## src/rtl/regulator_mode_discharge_pkg.sv

```systemverilog
// Purpose: Shared constants and types for the regulator mode and discharge register slice.
// Assumes: Byte-wide register access decoded by the serial port block on ref_clk.
// Notes:   The register offsets are the device's own byte offsets.
// How it works
// - Rail six mode bit 1 resets 0; 0 automatic, 1 forced PWM.
// - Rail six control resets 0x3d; bits 7:6 read zero; bits 5:0 writable.
// - Discharge code 00 none, 01 100 ohm, 10 200 ohm, 11 500 ohm.
// - Enabling a rail clears its discharge selector to 00, overriding software.
// - Discharge one resets 0x55; rails four, three, two, one from top pair.
// - Discharge two resets 0x55; linear two, switch A, rails six, five.
// - Discharge three resets 0x05; switch B 3:2, linear three 1:0, 7:6 zero.
package regulator_mode_discharge_pkg;

  // Register offsets.
  localparam logic [7:0] OFF_STEP_DOWN_SIX_CONTROL = 8'h27;
  localparam logic [7:0] OFF_DISCHARGE_SELECT_ONE  = 8'h40;
  localparam logic [7:0] OFF_DISCHARGE_SELECT_TWO  = 8'h41;
  localparam logic [7:0] OFF_DISCHARGE_SELECT_THREE = 8'h42;

  // Reset values.
  localparam logic [7:0] RST_STEP_DOWN_SIX_CONTROL = 8'h3d;
  localparam logic [7:0] RST_DISCHARGE_SELECT_ONE  = 8'h55;
  localparam logic [7:0] RST_DISCHARGE_SELECT_TWO  = 8'h55;
  localparam logic [7:0] RST_DISCHARGE_SELECT_THREE = 8'h05;

  // Writable bit masks; cleared bits are read-only zero.
  localparam logic [7:0] WMASK_STEP_DOWN_SIX_CONTROL = 8'h3f;
  localparam logic [7:0] WMASK_DISCHARGE_SELECT_ONE  = 8'hff;
  localparam logic [7:0] WMASK_DISCHARGE_SELECT_TWO  = 8'hff;
  localparam logic [7:0] WMASK_DISCHARGE_SELECT_THREE = 8'h3f;

  // Field position of the rail six mode select.
  localparam int MODE_SELECT_BIT = 1;

  // Number of rails with a discharge selector, and the cleared code.
  localparam int          NUM_RAILS     = 10;
  localparam logic [1:0]  DISCHARGE_OFF = 2'h0;

  // Rail index order of the enable and discharge vectors.
  localparam int RAIL_ONE     = 0;
  localparam int RAIL_TWO     = 1;
  localparam int RAIL_THREE   = 2;
  localparam int RAIL_FOUR    = 3;
  localparam int RAIL_FIVE    = 4;
  localparam int RAIL_SIX     = 5;
  localparam int SWITCH_A     = 6;
  localparam int LINEAR_TWO   = 7;
  localparam int LINEAR_THREE = 8;
  localparam int SWITCH_B     = 9;

  // Discharge strength codes.
  typedef enum logic [1:0] {
    DIS_NONE    = 2'h0,
    DIS_100_OHM = 2'h1,
    DIS_200_OHM = 2'h2,
    DIS_500_OHM = 2'h3
  } discharge_code_t;

  // One register access from the serial port block.
  typedef struct packed {
    logic       wr_en;
    logic [7:0] addr;
    logic [7:0] wdata;
  } reg_access_t;

  // Decoded one-hot discharge strength per rail.
  typedef struct packed {
    logic r500;
    logic r200;
    logic r100;
  } discharge_drive_t;

endpackage : regulator_mode_discharge_pkg

```

## src/rtl/regulator_mode_discharge_regs.sv

```systemverilog
// Purpose: Rail six mode register and three discharge selector registers.
// Assumes: Register accesses arrive from the serial port block on ref_clk;
//          rail enables come from the sequencer on ref_clk.
// Notes:   A rising rail enable clears that rail's selector in the same edge,
//          taking priority over a software write in that cycle.
`timescale 1ns/10ps
module regulator_mode_discharge_regs
  import regulator_mode_discharge_pkg::*;
(
  // Clock and reset.
  input  wire logic                   ref_clk,
  input  wire logic                   rstn,
  // Register access from the serial port.
  input  wire reg_access_t            access,
  output logic [7:0]                  rdata,
  // Rail enables from the sequencer.
  input  wire logic [NUM_RAILS-1:0]   rail_enable,
  // Controls to the regulators.
  output logic                        rail_six_mode_select,
  output logic [2*NUM_RAILS-1:0]      discharge_sel,
  output discharge_drive_t [NUM_RAILS-1:0] discharge_drive
);

  logic [7:0]           step_down_six_control;
  logic [7:0]           discharge_select_one;
  logic [7:0]           discharge_select_two;
  logic [7:0]           discharge_select_three;
  logic [NUM_RAILS-1:0] enable_prev;
  logic [NUM_RAILS-1:0] enable_rise;
  logic [7:0]           next_step_down_six_control;
  logic [7:0]           next_discharge_select_one;
  logic [7:0]           next_discharge_select_two;
  logic [7:0]           next_discharge_select_three;
  logic [7:0]           clear_mask_one;
  logic [7:0]           clear_mask_two;
  logic [7:0]           clear_mask_three;
  logic                 hit_ctrl;
  logic                 hit_one;
  logic                 hit_two;
  logic                 hit_three;

  // Address decode for writes.
  assign hit_ctrl  = access.wr_en && (access.addr == OFF_STEP_DOWN_SIX_CONTROL);
  assign hit_one   = access.wr_en && (access.addr == OFF_DISCHARGE_SELECT_ONE);
  assign hit_two   = access.wr_en && (access.addr == OFF_DISCHARGE_SELECT_TWO);
  assign hit_three = access.wr_en && (access.addr == OFF_DISCHARGE_SELECT_THREE);

  // A rail becomes enabled on the low-to-high edge of its enable.
  assign enable_rise = rail_enable & ~enable_prev;

  // Bit-pair masks that clear selectors of rails just enabled.
  assign clear_mask_one   = ~{{2{enable_rise[RAIL_FOUR]}},  {2{enable_rise[RAIL_THREE]}},
                              {2{enable_rise[RAIL_TWO]}},   {2{enable_rise[RAIL_ONE]}}};
  assign clear_mask_two   = ~{{2{enable_rise[LINEAR_TWO]}}, {2{enable_rise[SWITCH_A]}},
                              {2{enable_rise[RAIL_SIX]}},   {2{enable_rise[RAIL_FIVE]}}};
  assign clear_mask_three = ~{4'h0, {2{enable_rise[SWITCH_B]}},
                              {2{enable_rise[LINEAR_THREE]}}};

  // Next values: masked write, then on the three selectors the enable clear wins.
  assign next_step_down_six_control = hit_ctrl
    ? (access.wdata & WMASK_STEP_DOWN_SIX_CONTROL)
    : step_down_six_control;
  assign next_discharge_select_one = (hit_one
    ? (access.wdata & WMASK_DISCHARGE_SELECT_ONE)
    : discharge_select_one) & clear_mask_one;
  assign next_discharge_select_two = (hit_two
    ? (access.wdata & WMASK_DISCHARGE_SELECT_TWO)
    : discharge_select_two) & clear_mask_two;
  assign next_discharge_select_three = (hit_three
    ? (access.wdata & WMASK_DISCHARGE_SELECT_THREE)
    : discharge_select_three) & clear_mask_three;

  // Register storage with documented reset values.
  always_ff @(posedge ref_clk or negedge rstn)
  begin
    if (!rstn)
    begin
      step_down_six_control  <= RST_STEP_DOWN_SIX_CONTROL;
      discharge_select_one   <= RST_DISCHARGE_SELECT_ONE;
      discharge_select_two   <= RST_DISCHARGE_SELECT_TWO;
      discharge_select_three <= RST_DISCHARGE_SELECT_THREE;
      enable_prev            <= '0;
    end
    else
    begin
      step_down_six_control  <= next_step_down_six_control;
      discharge_select_one   <= next_discharge_select_one;
      discharge_select_two   <= next_discharge_select_two;
      discharge_select_three <= next_discharge_select_three;
      enable_prev            <= rail_enable;
    end
  end

  // Read mux; unmapped offsets read zero.
  always_comb
  begin
    unique case (access.addr)
      OFF_STEP_DOWN_SIX_CONTROL:  rdata = step_down_six_control;
      OFF_DISCHARGE_SELECT_ONE:   rdata = discharge_select_one;
      OFF_DISCHARGE_SELECT_TWO:   rdata = discharge_select_two;
      OFF_DISCHARGE_SELECT_THREE: rdata = discharge_select_three;
      default:                    rdata = 8'h00;
    endcase
  end

  // Mode select: 0 automatic, 1 forced PWM.
  assign rail_six_mode_select = step_down_six_control[MODE_SELECT_BIT];

  // Selector vector in rail index order.
  assign discharge_sel = {discharge_select_three[3:0],
                          discharge_select_two[7:6], discharge_select_two[5:4],
                          discharge_select_two[3:2], discharge_select_two[1:0],
                          discharge_select_one};

  // Strength decode per rail.
  genvar g;
  generate
    for (g = 0; g < NUM_RAILS; g++)
    begin : g_rail
      discharge_decode u_decode (
        .sel   (discharge_sel[2*g +: 2]),
        .drive (discharge_drive[g])
      );
    end
  endgenerate

endmodule : regulator_mode_discharge_regs

```

## src/rtl/discharge_decode.sv

```systemverilog
// Purpose: Turns one two-bit discharge selector into one-hot strength controls.
// Assumes: Selector comes from a flip-flop on the same clock.
// Notes:   Code 00 drives nothing, so the rail floats without discharge.
`timescale 1ns/10ps
module discharge_decode
  import regulator_mode_discharge_pkg::*;
(
  // Selector in.
  input  wire logic [1:0]       sel,
  // Strength controls out.
  output discharge_drive_t      drive
);

  // One strength line per nonzero code.
  assign drive.r100 = (sel == DIS_100_OHM);
  assign drive.r200 = (sel == DIS_200_OHM);
  assign drive.r500 = (sel == DIS_500_OHM);

endmodule : discharge_decode

```

## config.mk

```make
export PLATFORM = sky130hd
export DESIGN_NAME = regulator_mode_discharge_regs
export DESIGN_NICKNAME = d
export VERILOG_FILES = /design/src/rtl/regulator_mode_discharge_pkg.sv /design/src/rtl/regulator_mode_discharge_regs.sv /design/src/rtl/discharge_decode.sv
export SDC_FILE = /design/constraint.sdc
export NUM_CORES = 1
export LEC_CHECK = 0
export ABC_AREA = 1
export BUFFER_PORTS_ARGS = -buffer_cell sky130_fd_sc_hd__buf_2
export CORE_MARGIN = 4
export CORE_UTILIZATION = 45
export DETAILED_ROUTE_END_ITERATION = 8
export MAX_ROUTING_LAYER = met4
export PLACE_DENSITY_LB_ADDON = 0.05
export SKIP_CTS_REPAIR_TIMING = 1
export SYNTH_ARGS = -nofsm -noshare
export SYNTH_HDL_FRONTEND = slang
export SYNTH_HIERARCHICAL = 1
export SYNTH_SLANG_ARGS = --single-unit
```

## constraint.sdc

```tcl
create_clock -name ref_clk -period 0.8 [get_ports ref_clk]
set_input_delay 0.08 -clock ref_clk [delete_from_list [all_inputs] [get_ports ref_clk]]
set_output_delay 0.08 -clock ref_clk [all_outputs]
set_load 0.01 [all_outputs]
```

==> After elaboration in Yosys (flattened, before gate mapping) <==
Cells that the tools add are included.
{ "op_classes": {"eq_ne": 34, "mux": 4, "n_bitwise": 8, "reduce_logical": 4} }
{ "op_table": {"columns": ["operator", "n"], "rows": [
  ["$eq 2x2->1 const B", 20],
  ["$pmux 8 s4", 1],
  ["$and 8x8->8", 3],
  ["$eq 8x7->1 const B", 3],
  ["$mux 8", 3],
  ["$eq 2x1->1 const B", 10],
  ["$not 8->8", 2],
  ["$and 10x10->10", 1],
  ["$not 10->10", 1],
  ["$eq 8x6->1 const B", 1],
  ["$not 4->8", 1],
  ["$logic_and 1x1->1", 4]
]} }
{ "totals": {"reg_bits": 40, "in_bits": 29, "output_inout_bits": 59, "word_cells": 55} }

==> Logic depth before layout (Yosys ltp) <==
Gate-level depths: netlist of the first run.
{ "logic_depth": {"word_depth": 4, "ltp_mapped": 8, "mapped_depth_nobuf": 7} }

==> Cells and area by module <==
Netlist of the first run, hierarchy kept.
{ "modules_own_cells": {"columns": ["mod", "instances", "cells_per_inst", "area_each_um2", "seq_area_each_um2"], "rows": [
  ["regulator_mode_discharge_regs", 1, 274, 2105.8, 969.7],
  ["discharge_decode", 10, 6, 22.5, 0.0]
]} }

==> Least setup slack after synthesis of the first run <==
No wires, ideal clock.
{ "synth_timing": {"kind": "register to output", "start": "register discharge_select_two[6]", "end": "output port rdata[6]", "arrival_ps": 828, "t_required_ps": 720, "setup_slack_ps": -108, "path_stages_with_launch": 3, "n_path_buf": 0, "path_cell_list": "dfstp_2 > inv_1 > o21ai_1"} }
{ "synth_between": {"elab_chain_len": 1} }
{ "synth_lines": {"columns": ["element", "line", "text"], "rows": [
  ["from (decl)", "regulator_mode_discharge_regs.sv:26", "logic [7:0] discharge_select_two;"],
  ["from (signal assigned)", "regulator_mode_discharge_regs.sv:88", "discharge_select_two <= next_discharge_select_two;"],
  ["$pmux 8 s4", "regulator_mode_discharge_regs.sv:97", "unique case (access.addr)"],
  ["to (decl)", "regulator_mode_discharge_regs.sv:15", "output logic [7:0] rdata,"]
]} }
Every way passes these cells.

==> Final worst setup path of the first run <==
{ "layout_timing": {"start": "register discharge_select_two[0]", "end": "output port rdata[0]"} }
Same word-level chain as after synthesis.

==> metrics.md, run 1 <==
| Metric | Value |
|---|---|
| Boundary pin count | `88` |
| Maximum single-stage delay on the critical path | `0.61 ns` |
| Count leader, synth | `sky130_fd_sc_hd__nand2_1` |
| Critical path data required time | `0.72 ns` |
| # Max-Cap Violations | `0` |
| Synthesized area per cell | `6.98 um^2` |
| Via density per instance | `4.71` |
| Result of the run | `finished with violations` |
| Number of enable-type register cells in the synthesized netlist | `0` |
| Layout cell share with drive strength beyond 1 | `52.6%` |
| Maximum number of pins on one net before global-route repair | `34` |
| Violations in the final reports | `negative hold slack, negative setup slack` |
| # rows | `25` |
| Number of H-tree levels | `2` |
| Critical path start-end classification | `reg -> out` |
| Primary FF master, synth | `sky130_fd_sc_hd__dfrtp_1` |
| Fraction of synthesized cell area in xor and xnor cells | `0%` |
| Synth area leaders | `sky130_fd_sc_hd__dfrtp_1, sky130_fd_sc_hd__dfstp_2, sky130_fd_sc_hd__nand2_1` |
| Starting utilization of the core area | `47.8%` |
| DIE AREA | `6400 um^2` |
| Pins over their slew limit | `0` |
| First-pass GRT wire length | `9.98 mm` |
| Asr flop ratio synth | `100%` |
| Width of the chip | `80.0 um` |
| Startpoint of the most critical setup path | `discharge_select_two[0]` |
| Total non-filler cell area in the finished layout | `3870 um^2` |
| Synth warn | `6` |
| Crit path setup slack, layout | `-0.514 ns` |
| Final Hold Slack | `-0.00212 ns` |
| Kind of path behind the tightest hold check | `in -> reg` |
| Critical-path top delay cell | `sky130_fd_sc_hd__dfstp_2` |
| Combined buffer and inverter count along the critical path | `1` |
| Routed vias | `2475` |
| 1st-iter DRT viols | `106` |
| Buffers from clock root to sink, at most | `2` |
| CTS root buffer | `sky130_fd_sc_hd__clkbuf_8` |
| Synthesized net count | `363` |
| Synthesized-area fraction occupied by ao, oa, aoi and oai cells | `2.15%` |
| Pin slew with the least headroom to its limit | `0.245 ns` |
| Placer's final routability congestion estimate | `0.817` |
| Leakage Power | `2.07 nW` |
| Area Overhead vs Synth | `66.2%` |
| Die outline height | `80.0 um` |
| Max rail drop VDD | `909 uV` |
| Final worst path period share | `164%` |
| Count of final hold-check violations | `1` |
| CP Cell Sequence | `nand3_2, nand4_1, buf_2` |
| RSZ-0062 raised after global routing | `yes` |
| Antenna violations before repair | `0` |
| DP Wirelength | `4.78 mm` |
| Worst Skew | `0.000982 ns` |
| Highest achievable clock rate | `761 MHz` |
| Critical Path Source Type | `flop` |
| Kind of end point of the critical path | `primary output` |
| Antenna fix cells | `0` |
| Kind of cell adding the most delay to the critical path | `flip-flops` |
| Total Power Consumption | `4.08 mW` |
| Post-layout nets | `486` |
| Post-Synthesis Cells | `334` |
| CTS tree | `yes` |
| Number of global-route vias before repair | `2244` |
| DRT antenna net count | `0` |
| Flip-flop and latch count after synthesis | `38` |
| Commonest cells in the synthesized netlist | `sky130_fd_sc_hd__nand2_1, sky130_fd_sc_hd__inv_1, sky130_fd_sc_hd__nor2_1, sky130_fd_sc_hd__nand3_1, sky130_fd_sc_hd__dfrtp_1` |
| Count of input and output buffers | `87` |
| Areal power density over the cells | `1050 nW/um^2` |
| Detailed Route WL | `6.88 mm` |
| Fraction of the yosys area taken by sequential cells | `41.6%` |
| Worst r2r src | `discharge_select_three[0]` |
| Hold path startpoint | `access[1]` |
| Share of the synthesized area in the top cell type | `24.7%` |
| Worst slew margin relative to its limit | `83.6%` |
| Shortest clock period the worst path allows after layout | `1.31 ns` |
| Remaining global-route overflow | `0` |
| Global-route total usage across every layer | `20.4%` |
| Arrival time at the worst endpoint | `1.23 ns` |
| Routed wire length per instance | `13.1 um` |
| TritonCTS sink count | `38` |
| Largest family of logic cells by synthesized area | `simple AND/OR/NAND/NOR gates` |
| Insertion delay of the later-clocked pin in the worst-skew pair | `0.30 ns` |
| DRC violations left | `0` |
| TritonRoute pass-1 iters | `4` |
| Reg clk slew, reported paths | `0.08 ns` |
| Total of fill cells in the finished design | `347` |
| Cell type with the largest total area after synthesis | `sky130_fd_sc_hd__dfrtp_1` |
| Post-synthesis adder-cell area fraction | `0%` |
| Post-synthesis mux area share | `0%` |
| Post-synthesis share of cell area spent on and, or, nand and nor gates | `39.6%` |
| CTS buffer count | `5` |
| Final setup fails | `73` |
| Worst-path maximum fanout | `5` |
| Distinct cell type count after synthesis | `18` |
| Post-Syn Area | `2330 um^2` |
| Placement Cell Area | `3160 um^2` |
| Core Footprint | `4880 um^2` |
-- state kept, by name, indices dropped and copies added, names as in the netlist --
signal                  count
step_down_six_control       6
discharge_select_three      6
discharge_select_one        8
discharge_select_two        8
enable_prev                10
-- path summary, 6_finish.rpt --
kind / slack (ns) / to / cells past startpoint
hold reg to reg: 0.48 / step_down_six_control[0] / 2
min in group asynchronous: 0.14 / enable_prev[9] / 2
hold / removal: -0.002 / step_down_six_control[1] / 3
max in group asynchronous: 0.19 / discharge_select_one[0] / 3
setup / recovery: -0.51 / rdata[0] / 3
setup reg to reg: -0.10 / discharge_select_three[0] / 4
-- worst register-to-register path, cell delays in order (launching register included) --
cell and delay (ns):
sky130_fd_sc_hd__dfstp_2 0.62, sky130_fd_sc_hd__inv_2 0.05, sky130_fd_sc_hd__nand2_2 0.06, sky130_fd_sc_hd__inv_2 0.03, sky130_fd_sc_hd__nor2_2 0.08
-- power breakdown --
part	total [mW]	switching (mW)	internal, mW
combinational	0.633	0.346	0.287
clock	1.42	0.728	0.693
sequential	2.02	0.0358	1.99
-- logic make-up (layout without fill, tap and decap cells) --
| family | after synthesis | after routing |
|---|---|---|
| compound gates | 10 | 10 |
| buf+inv | 93 | 217 |
| flops | 38 | 38 |
| simple gates | 193 | 193 |
-- final cells by class --
cell class | instances | area (um^2) | area share (%)
timing repair buffer | 127 | 1140 | 29.5
sequential | 38 | 982 | 25.4
multi-input combinational | 203 | 1210 | 31.1
inverter | 82 | 364 | 9.40
tap | 67 | 83.8 | 2.16
clock buffer | 6 | 82.6 | 2.13
clock inverter | 2 | 12.5 | 0.323
-- cell usage in the layout, fill, tap and decap left out --
master	Yosys	final
sky130_fd_sc_hd__buf_12	0	7
sky130_fd_sc_hd__buf_2	2	55
sky130_fd_sc_hd__buf_4	8	3
sky130_fd_sc_hd__buf_6	1	45
sky130_fd_sc_hd__clkbuf_16	0	2
sky130_fd_sc_hd__clkbuf_4	0	1
sky130_fd_sc_hd__clkbuf_8	0	6
sky130_fd_sc_hd__clkinv_2	0	1
sky130_fd_sc_hd__clkinvlp_4	0	1
sky130_fd_sc_hd__dfrtp_1	23	13
sky130_fd_sc_hd__dfrtp_2	0	10
sky130_fd_sc_hd__dfstp_2	15	15
sky130_fd_sc_hd__dlygate4sd3_1	0	14
sky130_fd_sc_hd__inv_1	78	55
sky130_fd_sc_hd__inv_12	0	1
sky130_fd_sc_hd__inv_16	0	1
sky130_fd_sc_hd__inv_2	4	20
sky130_fd_sc_hd__inv_4	0	2
sky130_fd_sc_hd__inv_8	0	3
sky130_fd_sc_hd__nand2_1	83	67
sky130_fd_sc_hd__nand2_2	2	13
sky130_fd_sc_hd__nand2_4	2	6
sky130_fd_sc_hd__nand2_8	0	1
sky130_fd_sc_hd__nand3_1	26	13
sky130_fd_sc_hd__nand3_2	0	13
sky130_fd_sc_hd__nand3_4	2	2
sky130_fd_sc_hd__nand4_1	18	18
sky130_fd_sc_hd__nor2_1	52	29
sky130_fd_sc_hd__nor2_2	1	21
sky130_fd_sc_hd__nor2_4	5	8
sky130_fd_sc_hd__nor2_8	2	2
sky130_fd_sc_hd__o21ai_1	10	8
sky130_fd_sc_hd__o21ai_4	0	2
-- layer usage --
metal	share of wire (%)	wire length, um	global-route usage (%)	vias to the layer above
li1	-	-	-	1238
met1	43	2930	25.6	1144
met2	51	3490	31.9	81
met3	5.0	347	4.51	12
met4	1.7	116	8.11	0
met5	0	0	-	-
-- metrics by stage --
step / TNS [ns] / std cells / util, % / hold slack (ns) / worst slack [ns]
after floorplan: -0.744 / 334 / - / -0.216 / -0.0412
after global placement: -12.31 / 495 / 64.8 / -0.0789 / -0.323
after detailed placement: -13.54 / 495 / 64.8 / -0.0796 / -0.358
after CTS: -22.83 / 503 / 66.8 / -0.397 / -0.517
after global routing: -26.42 / 525 / 79.4 / 0.00463 / -0.566
final: -23.00 / 525 / 79.4 / -0.00212 / -0.514
(Power assumes the default switching activity.)
==> inputs of run 2 (changes only) <==
- ABC_AREA: 1 -> not set
- CORE_UTILIZATION: 45 -> 43
- SLEW_MARGIN: not set -> 20
==> metrics.md, run 2 <==
| Metric | Value |
|---|---|
| DRT antenna net count | `0` |
| Reg2reg setup slack | `-0.24 ns` |
| Synth warn | `6` |
| Reg clk slew, reported paths | `0.07 ns` |
| Kind of path behind the tightest hold check | `in -> reg` |
| Area Overhead vs Synth | `81.1%` |
| Synthesized net count | `227` |
| Final setup fails | `87` |
| Leakage Power | `1.79 nW` |
| # Max-Cap Violations | `0` |
| Worst slew margin relative to its limit | `78.9%` |
| Width of the chip | `78.5 um` |
| Buffers from clock root to sink, at most | `2` |
| CTS buffer count | `5` |
| Critical-path top delay cell | `sky130_fd_sc_hd__dfstp_2` |
| Final worst path period share | `187%` |
| Primary FF master, synth | `sky130_fd_sc_hd__dfrtp_1` |
| Critical path start-end classification | `reg -> out` |
| Worst Skew | `0.00791 ns` |
| Placer's final routability congestion estimate | `0.774` |
| Count of input and output buffers | `87` |
| Global-route track usage on met2 | `29.7%` |
| Remaining global-route overflow | `0` |
| Via density per instance | `4.91` |
| Result of the run | `finished with violations` |
| Fraction of the yosys area taken by sequential cells | `45.4%` |
| Flip-flop and latch count after synthesis | `38` |
| Post-Synthesis Cells | `198` |
| DP Wirelength | `4.22 mm` |
| Critical path data required time | `0.72 ns` |
| CP Cell Sequence | `nand3b_1, a211oi_2, a221o_1, buf_2` |
| Final TNS setup | `-33.93 ns` |
| Register area | `970 um^2` |
| Met1 usage in global routing | `22.9%` |
| Arrival time at the worst endpoint | `1.42 ns` |
| Combinational share of power | `14.0%` |
| Layout cell share with drive strength beyond 1 | `62.6%` |
| Distinct cell type count after synthesis | `28` |
| Top Registers | `enable_prev (10), discharge_select_one (8), discharge_select_two (8)` |
| GRT met3 Usage | `4.24%` |
| Routed vias | `2046` |
| Post-layout nets | `378` |
| Most Used Layer, Global Route | `met2` |
| Antenna fix cells | `0` |
| Largest register by flop count | `enable_prev` |
| Post-Syn Area | `2140 um^2` |
| Area used by multi-input combinational logic | `1280 um^2` |
| Switching Power | `0.952 mW` |
| Asr flop ratio synth | `100%` |
| Detailed Route WL | `6.08 mm` |
| Number of flip-flops in the largest register | `10` |
| Antenna violations before repair | `0` |
| Crit path setup slack, layout | `-0.700 ns` |
| 1st-iter DRT viols | `70` |
| Commonest cells in the synthesized netlist | `sky130_fd_sc_hd__nand2_1, sky130_fd_sc_hd__dfrtp_1, sky130_fd_sc_hd__mux2i_1, sky130_fd_sc_hd__dfstp_2, sky130_fd_sc_hd__nand3b_1` |
| Share of the synthesized area in the top cell type | `26.9%` |
| Maximum single-stage delay on the critical path | `0.54 ns` |
| Total of fill cells in the finished design | `304` |
| Maximum number of pins on one net before global-route repair | `18` |
| Most common cell after layout, fill and taps aside | `sky130_fd_sc_hd__buf_6` |
| Final core utilization | `81.3%` |
| TritonRoute pass-1 iters | `4` |
| Clock Power Share | `34.9%` |
| Internal portion of total power | `2.97 mW` |
| Synth area leaders | `sky130_fd_sc_hd__dfrtp_1, sky130_fd_sc_hd__dfstp_2, sky130_fd_sc_hd__mux2i_1` |
| TritonCTS sink count | `38` |
| Shortest clock period the worst path allows after layout | `1.50 ns` |
| # rows | `25` |
| Highest achievable clock rate | `667 MHz` |
| Routed wire length per instance | `14.6 um` |
| Share of total power consumed by net switching | `24.3%` |
| Max rail drop VDD | `1070 uV` |
| First-pass GRT wire length | `8.56 mm` |
| Violations in the final reports | `negative setup slack` |
| DRC violations left | `0` |
| Number of H-tree levels | `2` |
| Count of final hold-check violations | `0` |
| Die outline height | `78.5 um` |
| CTS root buffer | `sky130_fd_sc_hd__clkbuf_8` |
| Insertion delay of the later-clocked pin in the worst-skew pair | `0.29 ns` |
| Pins over their slew limit | `0` |
| Global-route total usage across every layer | `18.2%` |
| Starting utilization of the core area | `44.9%` |
| Number of global-route vias before repair | `1805` |
| Most used cells in the layout excluding fill and tap cells | `sky130_fd_sc_hd__buf_6, sky130_fd_sc_hd__nand2_1, sky130_fd_sc_hd__buf_2` |
| RSZ-0062 raised after global routing | `yes` |
| Worst-path maximum fanout | `2` |
| Number of enable-type register cells in the synthesized netlist | `0` |
| CTS tree | `yes` |
| Pin slew with the least headroom to its limit | `0.315 ns` |
| Kind of end point of the critical path | `primary output` |
| DIE AREA | `6160 um^2` |
| Cell type with the largest total area after synthesis | `sky130_fd_sc_hd__dfrtp_1` |
| Synthesized area per cell | `10.8 um^2` |
| Boundary pin count | `88` |
| Share of total power in sequential cells | `51.0%` |
| Core Footprint | `4750 um^2` |
| Count leader, synth | `sky130_fd_sc_hd__nand2_1` |
| Critical Path Source Type | `flop` |
| Areal power density over the cells | `1010 nW/um^2` |
run 2: changes by cell type after synthesis, sizes merged, moves of 18 or more:
| cell | previous run | this run |
|---|---|---|
| inv | 82 | 0 |
| mux2i | 0 | 22 |
| nand2 | 87 | 41 |
| nand3 | 28 | 1 |
| nand4 | 18 | 0 |
| nor2 | 60 | 0 |
run 2: cells by family (layout without fill, tap and decap cells):
family,count (synthesis),in the layout,synth area share (%)
AND/OR/NAND/NOR,107,107,32.0
flip-flops,38,38,45.4
multiplexers,30,30,14.5
AO/OA/AOI/OAI,12,12,4.92
buffers and inverters,11,163,3.10
run 2: routing by layer:
metal,wire (um),vias up
li1,-,992
met1,2530,973
met2,3100,75
met3,402,6
met4,50,0
met5,0,-
run 2: final cells by class:
class,count,share of cell area [%]
inverter,1,0.0971
sequential,38,25.1
multi-input combinational,149,33.0
timing repair buffer,154,37.3
tap,67,2.17
clock buffer,7,2.23
clock inverter,1,0.129
run 2: final timing paths:
kind / startpoint / to / cells after the start
min in group asynchronous: rstn / enable_prev[3] / 2
min reg2reg: discharge_select_three[4] / discharge_select_three[4] / 1
max: discharge_select_three[2] / rdata[2] / 4
min: access[6] / discharge_select_two[6] / 3
max in group asynchronous: rstn / discharge_select_one[4] / 3
max reg2reg: discharge_select_three[0] / discharge_select_three[0] / 4
run 2: stage by stage:
stage	hold slack [ns]	setup WS, ns	total power, mW	instance area, um^2	instances
final	0.00573	-0.700	3.92	3870	417
after global routing	0.0185	-0.798	4.09	3870	417
after CTS	-0.357	-0.762	3.83	3190	396
after detailed placement	-0.0415	-0.706	2.48	3100	388
after global placement	-0.0405	-0.675	2.47	3100	388
after floorplan	-0.216	-0.705	2.22	2260	198
run 2: critical path: cells and delay by family, from the launching register on:
kind                   cells  cell delay (ns)
AO/OA/AOI/OAI              2             0.38
buffers and inverters      1             0.13
flip-flops                 1             0.54
AND/OR/NAND/NOR            1             0.09
run 2: power by group through the flow:
| stage | Clock [mW] | Sequential [mW] | Combinational, mW |
|---|---|---|---|
| 2_1_floorplan | 0 | 2.03 | 0.184 |
| 5_1_grt | 1.49 | 2.01 | 0.597 |
| 3_5_place_dp | 0 | 2.03 | 0.444 |
| 3_3_place_gp | 0 | 2.03 | 0.437 |
| 4_1_cts | 1.39 | 2.00 | 0.446 |
| 6_report | 1.37 | 2.00 | 0.551 |
